`src/verilog/cfg_pkt_pkg.sv`:
```
package cfg_pkt_pkg;
   // ----------------------------------------
   // header fields
   // ----------------------------------------
   localparam int HDR_TYPE_HI = 31;
   localparam int HDR_TYPE_LO = 29;
   localparam int OPC_HI = 28;
   localparam int OPC_LO = 27;
   localparam int ADDR_HI = 17;
   localparam int ADDR_LO = 13;
   localparam int WC1_HI = 10;
   localparam int WC2_HI = 26;
   localparam logic [2:0] HDR_TYPE1 = 3'h1;
   localparam logic [2:0] HDR_TYPE2 = 3'h2;
   localparam logic [1:0] OPC_NOOP = 2'h0;
   localparam logic [1:0] OPC_READ = 2'h1;
   localparam logic [1:0] OPC_WRITE = 2'h2;
   localparam logic [31:0] SYNC_WORD = 32'hAA995566;
   // ----------------------------------------
   // register addresses
   // ----------------------------------------
   localparam logic [4:0] REG_CHECKSUM = 5'h00;
   localparam logic [4:0] REG_FRAME_ADDR = 5'h01;
   localparam logic [4:0] REG_FRAME_DATA = 5'h02;
   localparam logic [4:0] REG_COMMAND = 5'h04;
   localparam logic [4:0] REG_CONTROL0 = 5'h05;
   localparam logic [4:0] REG_MASK = 5'h06;
   localparam logic [4:0] REG_CONTROL1 = 5'h18;
   // ----------------------------------------
   // command codes
   // ----------------------------------------
   localparam logic [4:0] CMD_NULL = 5'h00;
   localparam logic [4:0] CMD_WRITE_CONFIG = 5'h01;
   localparam logic [4:0] CMD_RELEASE_INTERCONNECT = 5'h03;
   localparam logic [4:0] CMD_START = 5'h05;
   localparam logic [4:0] CMD_GLOBAL_RESTORE = 5'h0A;
   localparam logic [4:0] CMD_DROP_ALIGNMENT = 5'h0D;
   // ----------------------------------------
   // reset values and sizes
   // ----------------------------------------
   localparam logic [31:0] REG_RESET = 32'h00000000;
   localparam logic [26:0] COUNT_RESET = 27'h0000000;
   localparam logic [4:0] CMD_RESET = 5'h00;
   localparam int BUF_DEPTH = 2;
   localparam int WORD_W = 32;
endpackage

```
`src/verilog/word_buffer.sv`:
```
`timescale 1ns/1ns
module word_buffer
   import cfg_pkt_pkg::*;
(
   // clock and reset
   input wire logic clk,
   input wire logic reset,
   // fill side
   input wire logic [cfg_pkt_pkg::WORD_W-1:0] in_data,
   input wire logic in_valid,
   output logic in_ready,
   // drain side
   output logic [cfg_pkt_pkg::WORD_W-1:0] out_data,
   output logic out_valid,
   input wire logic out_ready
);
   logic [WORD_W-1:0] mem_q [BUF_DEPTH];
   logic wr_ptr_q;
   logic rd_ptr_q;
   logic [1:0] count_q;
   wire push = in_valid && in_ready;
   wire pop = out_valid && out_ready;

   assign in_ready = (count_q != 2'h2);
   assign out_valid = (count_q != 2'h0);
   assign out_data = mem_q[rd_ptr_q];

   always_ff @(posedge clk or posedge reset) begin
      if (reset) begin
         wr_ptr_q <= 1'b0;
         rd_ptr_q <= 1'b0;
         count_q <= 2'h0;
      end else begin
         if (push) wr_ptr_q <= ~wr_ptr_q;
         if (pop) rd_ptr_q <= ~rd_ptr_q;
         count_q <= count_q + {1'b0, push} - {1'b0, pop};
      end
   end

   always_ff @(posedge clk) begin
      if (push) mem_q[wr_ptr_q] <= in_data;
   end
endmodule

```
`src/verilog/config_packet_processor.sv`:
```
// Summary of operation
// header word: type, opcode, address, count
// decode only low five address bits
// type 1 moves word-count data words
// opcode noop, read, write, reserved
// source zeroes reserved header bits
// type 2 only after type 1
// type 2 reuses address, 27-bit count
// type 2 data all to kept address
// steer data words to selected register
// frame data: zero count then type 2
// write-config command enables frame writes
// checksum write compared, mismatch flags error
// restore command pulses global restore
// last-frame command releases interconnect hold
// start command begins startup
// drop alignment, wait for sync word
// mask gates control register writes
// noop headers consumed without access
// five-bit address register map
// command runs on frame address load; the code runs it only when the loaded value differs from the current one
// count down words, then next header
`timescale 1ns/1ns
module config_packet_processor
   import cfg_pkt_pkg::*;
(
   // clock and reset
   input wire logic clk,
   input wire logic reset,
   // configuration word stream
   input wire logic [cfg_pkt_pkg::WORD_W-1:0] cfg_word,
   input wire logic cfg_valid,
   output logic cfg_ready,
   // frame data out
   output logic [cfg_pkt_pkg::WORD_W-1:0] frame_data,
   output logic frame_data_valid,
   input wire logic frame_data_ready,
   // computed checksum from outside
   input wire logic [31:0] computed_crc,
   // read-back path
   output logic [4:0] read_addr,
   output logic read_strobe,
   // status and control
   output logic word_aligned_flag,
   output logic write_config_cmd,
   output logic crc_error,
   output logic global_restore_cmd,
   output logic release_interconnect_cmd,
   output logic interconnect_hold_n,
   output logic startup_start,
   output logic drop_alignment_cmd,
   output logic sequence_error,
   output logic [31:0] frame_address,
   output logic [31:0] control0,
   output logic [31:0] control1,
   output logic [31:0] mask_value,
   output logic [4:0] command_value
);
   import cfg_pkt_pkg::*;

   typedef enum logic [1:0] {ST_HUNT, ST_HEADER, ST_DATA} state_e;

   state_e state_q;
   logic [26:0] count_q;
   logic [4:0] addr_q;
   logic [1:0] opc_q;
   logic last_type1_q;
   logic [31:0] far_q, control_reg_0_q, control_reg_1_q, mask_q;
   logic [4:0] cmd_q;
   logic write_config_cmd_q, crc_err_q, hold_n_q, seq_err_q;
   logic restore_q, release_q, start_q, drop_alignment_cmd_q;
   logic [4:0] rd_addr_q;
   logic rd_q;

   // ----------------------------------------
   // word acceptance and decode
   // ----------------------------------------
   logic fb_in_ready;
   wire take = cfg_valid && cfg_ready;
   // header field split
   wire [2:0] hdr_type = cfg_word[HDR_TYPE_HI:HDR_TYPE_LO];
   wire [1:0] hdr_opc = cfg_word[OPC_HI:OPC_LO];
   // low five address bits only
   wire [4:0] hdr_addr = cfg_word[ADDR_HI:ADDR_LO];
   wire [26:0] hdr_wc1 = {16'h0000, cfg_word[WC1_HI:0]};
   // type 2 count bits
   wire [26:0] hdr_wc2 = cfg_word[WC2_HI:0];
   wire is_hdr = take && (state_q == ST_HEADER);
   wire is_t1 = is_hdr && (hdr_type == HDR_TYPE1);
   wire is_t2 = is_hdr && (hdr_type == HDR_TYPE2);
   wire is_data = take && (state_q == ST_DATA);
   // write and read opcodes
   wire wr_data = is_data && (opc_q == OPC_WRITE);
   wire rd_data = is_data && (opc_q == OPC_READ);
   // register steering
   wire wr_far = wr_data && (addr_q == REG_FRAME_ADDR);
   wire wr_frame_data_in_reg = wr_data && (addr_q == REG_FRAME_DATA);
   wire wr_cmd = wr_data && (addr_q == REG_COMMAND);
   wire wr_crc = wr_data && (addr_q == REG_CHECKSUM);
   wire wr_control_reg_0 = wr_data && (addr_q == REG_CONTROL0);
   wire wr_control_reg_1 = wr_data && (addr_q == REG_CONTROL1);
   wire wr_mask = wr_data && (addr_q == REG_MASK);
   // frame data needs write enable
   wire frame_data_in_reg_push = wr_frame_data_in_reg && write_config_cmd_q;
   // frame data stalls the stream when buffer full
   assign cfg_ready = (state_q != ST_DATA) || !(opc_q == OPC_WRITE)
      || (addr_q != REG_FRAME_DATA) || fb_in_ready || !write_config_cmd_q;
   // command runs on a frame address load whose value differs from far_q
   wire run_cmd = wr_far && (cfg_word != far_q);
   wire [4:0] new_cmd = cfg_word[4:0];
   // masked control update
   wire [31:0] control_reg_0_d = (control_reg_0_q & ~mask_q) | (cfg_word & mask_q);
   wire [31:0] control_reg_1_d = (control_reg_1_q & ~mask_q) | (cfg_word & mask_q);
   wire [26:0] count_dec = count_q - 27'h0000001;
   wire data_last = is_data && (count_q == 27'h0000001);

   // ----------------------------------------
   // packet state machine
   // ----------------------------------------
   always_ff @(posedge clk or posedge reset) begin
      if (reset) begin
         state_q <= ST_HUNT;
         count_q <= COUNT_RESET;
         addr_q <= CMD_RESET;
         opc_q <= OPC_NOOP;
         last_type1_q <= 1'b0;
         seq_err_q <= 1'b0;
      end else if (take) begin
         case (state_q)
            ST_HUNT: begin
               if (cfg_word == SYNC_WORD) state_q <= ST_HEADER;
            end
            ST_HEADER: begin
               if (is_t1) begin
                  addr_q <= hdr_addr;
                  opc_q <= hdr_opc;
                  count_q <= hdr_wc1;
                  last_type1_q <= 1'b1;
                  // noop header consumed
                  // type 1 data phase
                  if (hdr_opc != OPC_NOOP && hdr_wc1 != COUNT_RESET) state_q <= ST_DATA;
               end else if (is_t2) begin
                  // type 2 needs prior type 1
                  if (!last_type1_q) begin
                     seq_err_q <= 1'b1;
                  end else begin
                     // keep address, new count
                     count_q <= hdr_wc2;
                     if (hdr_wc2 != COUNT_RESET) state_q <= ST_DATA;
                  end
               end else begin
                  seq_err_q <= 1'b1;
               end
            end
            ST_DATA: begin
               // count down remaining words
               count_q <= count_dec;
               if (data_last) state_q <= ST_HEADER;
               // drop alignment wins
               if (wr_cmd && new_cmd == CMD_DROP_ALIGNMENT) state_q <= ST_HUNT;
               if (run_cmd && cmd_q == CMD_DROP_ALIGNMENT) state_q <= ST_HUNT;
            end
            default: state_q <= ST_HUNT;
         endcase
      end
   end

   // ----------------------------------------
   // configuration registers
   // ----------------------------------------
   wire [4:0] exec_code = wr_cmd ? new_cmd : cmd_q;
   wire exec = wr_cmd || run_cmd;

   always_ff @(posedge clk or posedge reset) begin
      if (reset) begin
         far_q <= REG_RESET;
         control_reg_0_q <= REG_RESET;
         control_reg_1_q <= REG_RESET;
         mask_q <= REG_RESET;
         cmd_q <= CMD_RESET;
         write_config_cmd_q <= 1'b0;
         crc_err_q <= 1'b0;
         hold_n_q <= 1'b0;
      end else begin
         if (wr_far) far_q <= cfg_word;
         if (wr_cmd) cmd_q <= new_cmd;
         if (wr_mask) mask_q <= cfg_word;
         if (wr_control_reg_0) control_reg_0_q <= control_reg_0_d;
         if (wr_control_reg_1) control_reg_1_q <= control_reg_1_d;
         // checksum compare
         if (wr_crc) crc_err_q <= (cfg_word != computed_crc);
         // write enable latch
         if (exec && exec_code == CMD_WRITE_CONFIG) write_config_cmd_q <= 1'b1;
         // release interconnect hold
         if (exec && exec_code == CMD_RELEASE_INTERCONNECT) hold_n_q <= 1'b1;
      end
   end

   // ----------------------------------------
   // command pulses
   // ----------------------------------------
   always_ff @(posedge clk or posedge reset) begin
      if (reset) begin
         restore_q <= 1'b0;
         release_q <= 1'b0;
         start_q <= 1'b0;
         drop_alignment_cmd_q <= 1'b0;
         rd_q <= 1'b0;
         rd_addr_q <= CMD_RESET;
      end else begin
         // restore pulse
         restore_q <= exec && exec_code == CMD_GLOBAL_RESTORE;
         release_q <= exec && exec_code == CMD_RELEASE_INTERCONNECT;
         // startup pulse
         start_q <= exec && exec_code == CMD_START;
         drop_alignment_cmd_q <= exec && exec_code == CMD_DROP_ALIGNMENT;
         rd_q <= rd_data;
         if (rd_data) rd_addr_q <= addr_q;
      end
   end

   // ----------------------------------------
   // frame data buffer
   // ----------------------------------------
   // frame data words to buffer
   word_buffer u_buf (
      .clk(clk),
      .reset(reset),
      .in_data(cfg_word),
      .in_valid(frame_data_in_reg_push),
      .in_ready(fb_in_ready),
      .out_data(frame_data),
      .out_valid(frame_data_valid),
      .out_ready(frame_data_ready)
   );

   assign word_aligned_flag = (state_q != ST_HUNT);
   assign write_config_cmd = write_config_cmd_q;
   assign crc_error = crc_err_q;
   assign global_restore_cmd = restore_q;
   assign release_interconnect_cmd = release_q;
   assign interconnect_hold_n = hold_n_q;
   assign startup_start = start_q;
   assign drop_alignment_cmd = drop_alignment_cmd_q;
   assign sequence_error = seq_err_q;
   assign frame_address = far_q;
   assign control0 = control_reg_0_q;
   assign control1 = control_reg_1_q;
   assign mask_value = mask_q;
   assign command_value = cmd_q;
   assign read_addr = rd_addr_q;
   assign read_strobe = rd_q;

   // ----------------------------------------
   // checks
   // ----------------------------------------
   property p_restore;
      @(posedge clk) disable iff (reset)
      (wr_cmd && new_cmd == CMD_GLOBAL_RESTORE) |=> global_restore_cmd ##1 !global_restore_cmd;
   endproperty
   a_restore: assert property (p_restore) else $error("restore pulse wrong");

   property p_release;
      @(posedge clk) disable iff (reset)
      (wr_cmd && new_cmd == CMD_RELEASE_INTERCONNECT) |=> interconnect_hold_n;
   endproperty
   a_release: assert property (p_release) else $error("hold not released");

   property p_start;
      @(posedge clk) disable iff (reset)
      (wr_cmd && new_cmd == CMD_START) |=> startup_start;
   endproperty
   a_start: assert property (p_start) else $error("startup not begun");

   property p_drop_alignment_cmd;
      @(posedge clk) disable iff (reset)
      (wr_cmd && new_cmd == CMD_DROP_ALIGNMENT) |=> !word_aligned_flag;
   endproperty
   a_drop_alignment_cmd: assert property (p_drop_alignment_cmd) else $error("alignment kept");

   property p_crc;
      @(posedge clk) disable iff (reset)
      wr_crc |=> (crc_error == ($past(cfg_word) != $past(computed_crc)));
   endproperty
   a_crc: assert property (p_crc) else $error("checksum flag wrong");

   property p_mask;
      @(posedge clk) disable iff (reset)
      wr_control_reg_0 |=> ((control0 & ~$past(mask_q)) == ($past(control_reg_0_q) & ~$past(mask_q)));
   endproperty
   a_mask: assert property (p_mask) else $error("masked bits changed");

   property p_noop;
      @(posedge clk) disable iff (reset)
      (is_t1 && hdr_opc == OPC_NOOP) |=> (state_q == ST_HEADER);
   endproperty
   a_noop: assert property (p_noop) else $error("noop opened data");

   property p_count;
      @(posedge clk) disable iff (reset)
      (is_data && count_q > 27'h0000001 && !wr_cmd && !run_cmd) |=>
         (count_q == $past(count_q) - 27'h0000001) && state_q == ST_DATA;
   endproperty
   a_count: assert property (p_count) else $error("count wrong");

   property p_write_config_cmd;
      @(posedge clk) disable iff (reset)
      frame_data_valid |-> write_config_cmd;
   endproperty
   a_write_config_cmd: assert property (p_write_config_cmd) else $error("frame data without enable");
endmodule

```
`config.mk`:
```
export PLATFORM = sky130hd
export DESIGN_NAME = config_packet_processor
export DESIGN_NICKNAME = d
export VERILOG_FILES = /design/src/verilog/cfg_pkt_pkg.sv /design/src/verilog/word_buffer.sv /design/src/verilog/config_packet_processor.sv
export SDC_FILE = /design/constraint.sdc
export NUM_CORES = 1
export LEC_CHECK = 0
export ABC_AREA = 1
export BUFFER_PORTS_ARGS = -buffer_cell sky130_fd_sc_hd__buf_4
export CAP_MARGIN = 10
export CORE_AREA = 2 2 203 125
export DETAILED_ROUTE_END_ITERATION = 10
export DIE_AREA = 0 0 205 127
export PLACE_DENSITY = 0.71
export SYNTH_ARGS = -nofsm -noshare
export SYNTH_HDL_FRONTEND = slang
export SYNTH_SLANG_ARGS = --single-unit
```
`constraint.sdc`:
```
create_clock -name clk -period 10.9 [get_ports clk]
set_input_delay 1.635 -clock clk [delete_from_list [all_inputs] [get_ports clk]]
set_output_delay 1.635 -clock clk [all_outputs]
set_load 0.01 [all_outputs]
```
Word level (Yosys, flattened, before mapping)
Memory sizes are Yosys's and may differ from the RTL's. Cells that the tools add are included.

Register bits after elaboration: 188. Bits in writable memories: 64. Input bits: 68. Output and inout bits: 182. Memories: 1.

Memory list: u_buf.mem_q (depth 2, bits a word 32, read ports 1, clocked after Yosys merged registers in 0, write ports 1, RTL line word_buffer.sv:17) `logic [WORD_W-1:0] mem_q [BUF_DEPTH];`.

$add $sub $neg: 3. Equality and inequality tests: 33. Mux-type cells: 19. Bitwise gates (word level): 9. Reductions and logical operators: 46.

Operator list (number): $and A32 B32 Y32 (3); $mux W27 (3); $ne A32 B32 Y1 (2); $or A32 B32 Y32 (2); $pmux W27 S2 (1); $reduce_bool A27 Y1 (2); $eq A32 B32 Y1 const B (1); $not A32 Y32 (1); $eq A27 B1 Y1 const B (1); $logic_and A1 B1 Y1 (27); $sub A27 B1 Y27 const B (1); $eq A5 B3 Y1 const B (4); $eq A5 B4 Y1 const B (4); $mux W2 (9); $eq A5 B1 Y1 const B (2); $eq A5 B2 Y1 const B (2); $ne A2 B2 Y1 const B (4); $reduce_and A4 Y1 (2); $reduce_bool A2 Y1 (4); $reduce_and A7 Y1 (1); $ne A3 B2 Y1 const B (2); $ne A3 B3 Y1 const B (2); $pmux W2 S3 (1); $eq A5 B5 Y1 const B (1); other kinds (16) (28).

Depth between registers and ports, before layout
Depth after elaboration: 14. Mapped depth: 15. Gate-level depth less buffers: 14.

Hierarchy
Synthesis repeated with hierarchy kept, for this count alone.

Cell total of the unflattened synthesis: 1411. Area, all modules: 12027.8 µm².

By module, submodules not included: config_packet_processor (instances 1, cells an instance 1210, area each 9419.0 µm², sequential area each 4604.4 µm²); word_buffer (instances 1, cells an instance 201, area each 2608.8 µm², sequential area each 2021.9 µm²).

Worst setup path before layout
OpenSTA, ideal clock, no wires.

Path kind: input port to flip-flop. From: input cfg_valid. To: memory u_buf.mem_q[0][0], enable pin. Library setup time: 0.421 ns. Arrival time: 3.409 ns. Required time: 10.479 ns. Slack: 7.070 ns. Stages on the path: 4. Buffers on the path: 0. Path through: nand2_1 nor2_2 nand2_1 nor2_1.

Word-level cells in the longest chain between the ends: 8.

RTL lines: start, declared (RTL line config_packet_processor.sv:32) `input wire logic cfg_valid,`; $logic_and A1 B1 Y1 (RTL line config_packet_processor.sv:79) `wire take = cfg_valid && cfg_ready;`; $logic_and A1 B1 Y1 (RTL line config_packet_processor.sv:91) `wire is_data = take && (state_q == ST_DATA);`; $logic_and A1 B1 Y1 (RTL line config_packet_processor.sv:93) `wire wr_data = is_data && (opc_q == OPC_WRITE);`; $logic_and A1 B1 Y1 (RTL line config_packet_processor.sv:97) `wire wr_frame_data_in_reg = wr_data && (addr_q == REG_FRAME_DATA);`; $logic_and A1 B1 Y1 (RTL line config_packet_processor.sv:104) `wire frame_data_in_reg_push = wr_frame_data_in_reg && write_config_cmd_q;`; $logic_and A1 B1 Y1 (RTL line word_buffer.sv:21) `wire push = in_valid && in_ready;`; $mux W1 (RTL line word_buffer.sv:41) `if (push) mem_q[wr_ptr_q] <= in_data;`; $mux W1 (implied by the code) (RTL line word_buffer.sv:41); end, declared (RTL line word_buffer.sv:17).

Every way passes these cells.

Worst setup path in the final report
From: input cfg_word[30] in the netlist's numbering. To: register count_q[13].

Word-level cells in the longest chain between the ends: 4. Elaborated cells on any way between the ends: 9.

RTL lines: start, declared (RTL line config_packet_processor.sv:31) `input wire logic [cfg_pkt_pkg::WORD_W-1:0] cfg_word,`; $eq A3 B1 Y1 or $eq A3 B2 Y1 (tied branches) (RTL line config_packet_processor.sv:89, config_packet_processor.sv:90); $logic_and A1 B1 Y1 (on tied branches) (RTL line config_packet_processor.sv:89, config_packet_processor.sv:90); $ne A3 B3 Y1 (no line) or $mux W27 (tied branches); $reduce_and A4 Y1 (no line) or $pmux W27 S2 (tied branches); end signal, assigned (RTL line config_packet_processor.sv:137) `count_q <= hdr_wc1;`; end signal, assigned (RTL line config_packet_processor.sv:148) `count_q <= hdr_wc2;`; end signal, assigned (RTL line config_packet_processor.sv:157) `count_q <= count_dec;`; end, declared (RTL line config_packet_processor.sv:64) `logic [26:0] count_q;`.

Several ways; a longest one is shown, not always the timed one. A chain may end at the register's enable or synchronous reset.

==> flow_summary.toml <==
[setup_path]
cp.arrival_ns = 4.53
cpPeakStageDelay_ns = 0.64
rr_endpoint = "count_q[13]"
crit_family = "simple AND/OR/NAND/NOR gates"
cpMaxStageDelayCell = "inv_2"
critical_path_class = "in -> reg"
cp.required_ns = 11.33
worst-r2r-setup-slack_ns = 7.41
critical_path.endpoint = "count_q[13]"
crit_top_cell = "nand2_1"
path_cells = "buf_4 -> inv_1 -> nand2_1 -> nor2_1 -> nand4_2 -> nand2_2 -> inv_2 -> nand2_1 -> nand2_1 -> inv_2 -> nand2_1 -> o21ai_1"
timing.rr.start = "state_q[0]"
r2r_cells = 12
crit_path_end_kind = "register"
startpoint = "cfg_word[30]"
startpoint_type = "input pin"
worstPathMaxFanout = 41
worst-path-buf-inv = 4
path_depth = 12

[placed_design]
place_area_mm2 = 0.01402
numPortBuffers = 249
dp_hpwl_um = 26440
dpl.cell_count = 1921
gp_congestion = 0.9205

[drt]
vias = 10510
ant_nets = 0
vias_per_cell = 5.350
dr.pass1.iters = 5
routedWlPerCell_um = 18.62
totalWireLength_um = 36570
drtIter0Drc = 948
drc = 0

[finish]
nets = 1698
drive_gt1_frac = 0.1943
final_cells = 1964
layout_common_cells = "nand2_1 (461), buf_4 (258), dfrtp_1 (188)"
synthToLayoutAreaGrowth_pct = 24.33
diodes = 0
final_common_cell = "nand2_1"
stdcell_area_mm2 = 0.01479
utilization = 0.6160

[global_route]
grt_overflow = 0
grt_antenna_before_repair = 0
gr-max-usage-layer = "met1"
grt_pass1_vias = 9718
grt_use_total = 0.2773
use_met2 = 0.4066
grtUsageMet3 = 0.07781
met1_usage = 0.4121
grt_pass1_wl_um = 55480
grt_max_degree = 126

[sta]
layout_min_cycle_time_ns = 4.100
relSlewSlack = 0.2401
setup-violations-final = 0
maxSlewViolCount = 0
worst_pin_slew_ns = 1.131
rsz0062_at_grt = "no"
fmax_mhz = 243.9
setup_tns_ns = 0
finalCritPeriodShare = 0.3762
worst_clock_skew_ns = 0.01923
hold_viol_final = 0

[cts]
clock_sinks = 252
cts_tree = "done"
cts_buffer_depth = 3
path_clk_slew_ns = 0.06
htree_levels = 1
clock_latency_ns = 0.53
clock-root-buffer = "clkbuf_16"
hold_buffers = 0
cts_buffers = 25
post_cts_buffers = 0
cts_resized = 0

[die]
fp.dieW_um = 205
ios = 250
dieArea_mm2 = 0.02604
core_mm2 = 0.02400
start_util = 0.4955
die_height_um = 127
rows = 44

[synth]
netlist_area_mm2 = 0.01189
syn_inst = 1390
synth.distinct_cells = 35
yosys_warnings = 0
yosys.area.top_type = "dfrtp_1"
synthTopCellsByArea = "dfrtp_1 (40%), edfxtp_1 (16%), nand2_1 (15%), xor2_1 (3.8%), inv_1 (3.7%)"
synth.avg_cell_area_um2 = 8.556
ys_ff_latch = 252
synth.net_count = 1462
ys_seq_area_frac = 0.5572
netlist.area_leader.share = 0.3956

[worst_hold_path]
holdPathStages = 2
min_path_type = "reg -> reg"

[run]
maxCapViolations = 0

[power_and_ir_drop]
power_density_mw_per_mm2 = 147.0
irDropWorstVdd_mv = 0.1018
p_total_mw = 2.174
p_leak_nw = 7.171

[outcome]
status = "completed"
## worst min-delay path: cells and delay by family (launching register included)
kind / cells / cell delay, ns
buffers and inverters: 1 / 0.04
AND/OR/NAND/NOR: 1 / 0.05
flip-flops: 1 / 0.34
## cell families after synthesis
logic type / after synthesis / synth area share
AND/OR/NAND/NOR: 652 / 0.2229
flip-flops: 252 / 0.5572
AO/OA/AOI/OAI: 239 / 0.1069
buffers and inverters: 175 / 0.05871
XOR/XNOR: 68 / 0.05008
adder cells (fa/ha/maj): 4 / 0.004208
## metal layers
layer	part of all wire	up-vias	wire length (um)
li1	-	5000	-
met1	0.46	5000	16750
met2	0.42	447	15280
met3	0.10	61	3768
met4	0.021	0	779
met5	0	-	0
## stage by stage
step	hold slack [ns]	setup slack, ns
6_report	0.4709	6.800
5_1_grt	0.5059	6.501
4_1_cts	0.4764	6.898
3_5_place_dp	0.4623	6.382
3_3_place_gp	0.4554	6.523
2_1_floorplan	0.4352	4.151
## cell type report
type                    count  area (um^2)
inverters                 126        480.5
clock inverters            11        85.08
multi-input cells         963         4573
repair buffers            258         1937
fillers                  2070         9216
clock buffers              32        681.9
flip-flops and latches    252         6626
well taps                 322        402.9
## power breakdown
part           leakage [nW]  internal, mW  switching (mW)  total [mW]
clock                 0.372         0.464           0.363       0.827
combinational          3.82         0.133           0.221       0.354
sequential             2.98         0.981          0.0122       0.993
## synth_stat cells
master,number
xor2_1,51
a21o_1,1
ha_1,4
nor4_1,8
dfrtp_1,188
and3_1,2
or2_1,1
nor3_1,7
xnor2_1,17
nand3_2,1
nor4_4,1
edfxtp_1,64
inv_2,7
o22ai_1,5
nand2_1,461
nor2_1,105
a31oi_1,36
nor2_4,2
buf_2,15
clkinv_1,1
a21oi_1,36
nand4_1,18
inv_1,118
buf_6,3
clkbuf_1,27
o21ai_0,73
nor3_4,1
a21boi_4,1
nand2_2,4
nor2_2,2
nand4_2,1
o31ai_1,3
buf_1,4
o21ai_1,84
nand3_1,38
## how the worst min path moves through the flow
stage | startpoint | end | slack [ns]
final | interconnect_hold_n | interconnect_hold_n | 0.47
after global routing | interconnect_hold_n | interconnect_hold_n | 0.51
after CTS | interconnect_hold_n | interconnect_hold_n | 0.48
after detailed placement | interconnect_hold_n | interconnect_hold_n | 0.46
after global placement | interconnect_hold_n | interconnect_hold_n | 0.46
after floorplan | last_type1_q | last_type1_q | 0.44
Power figures use the tool's default switching activity.
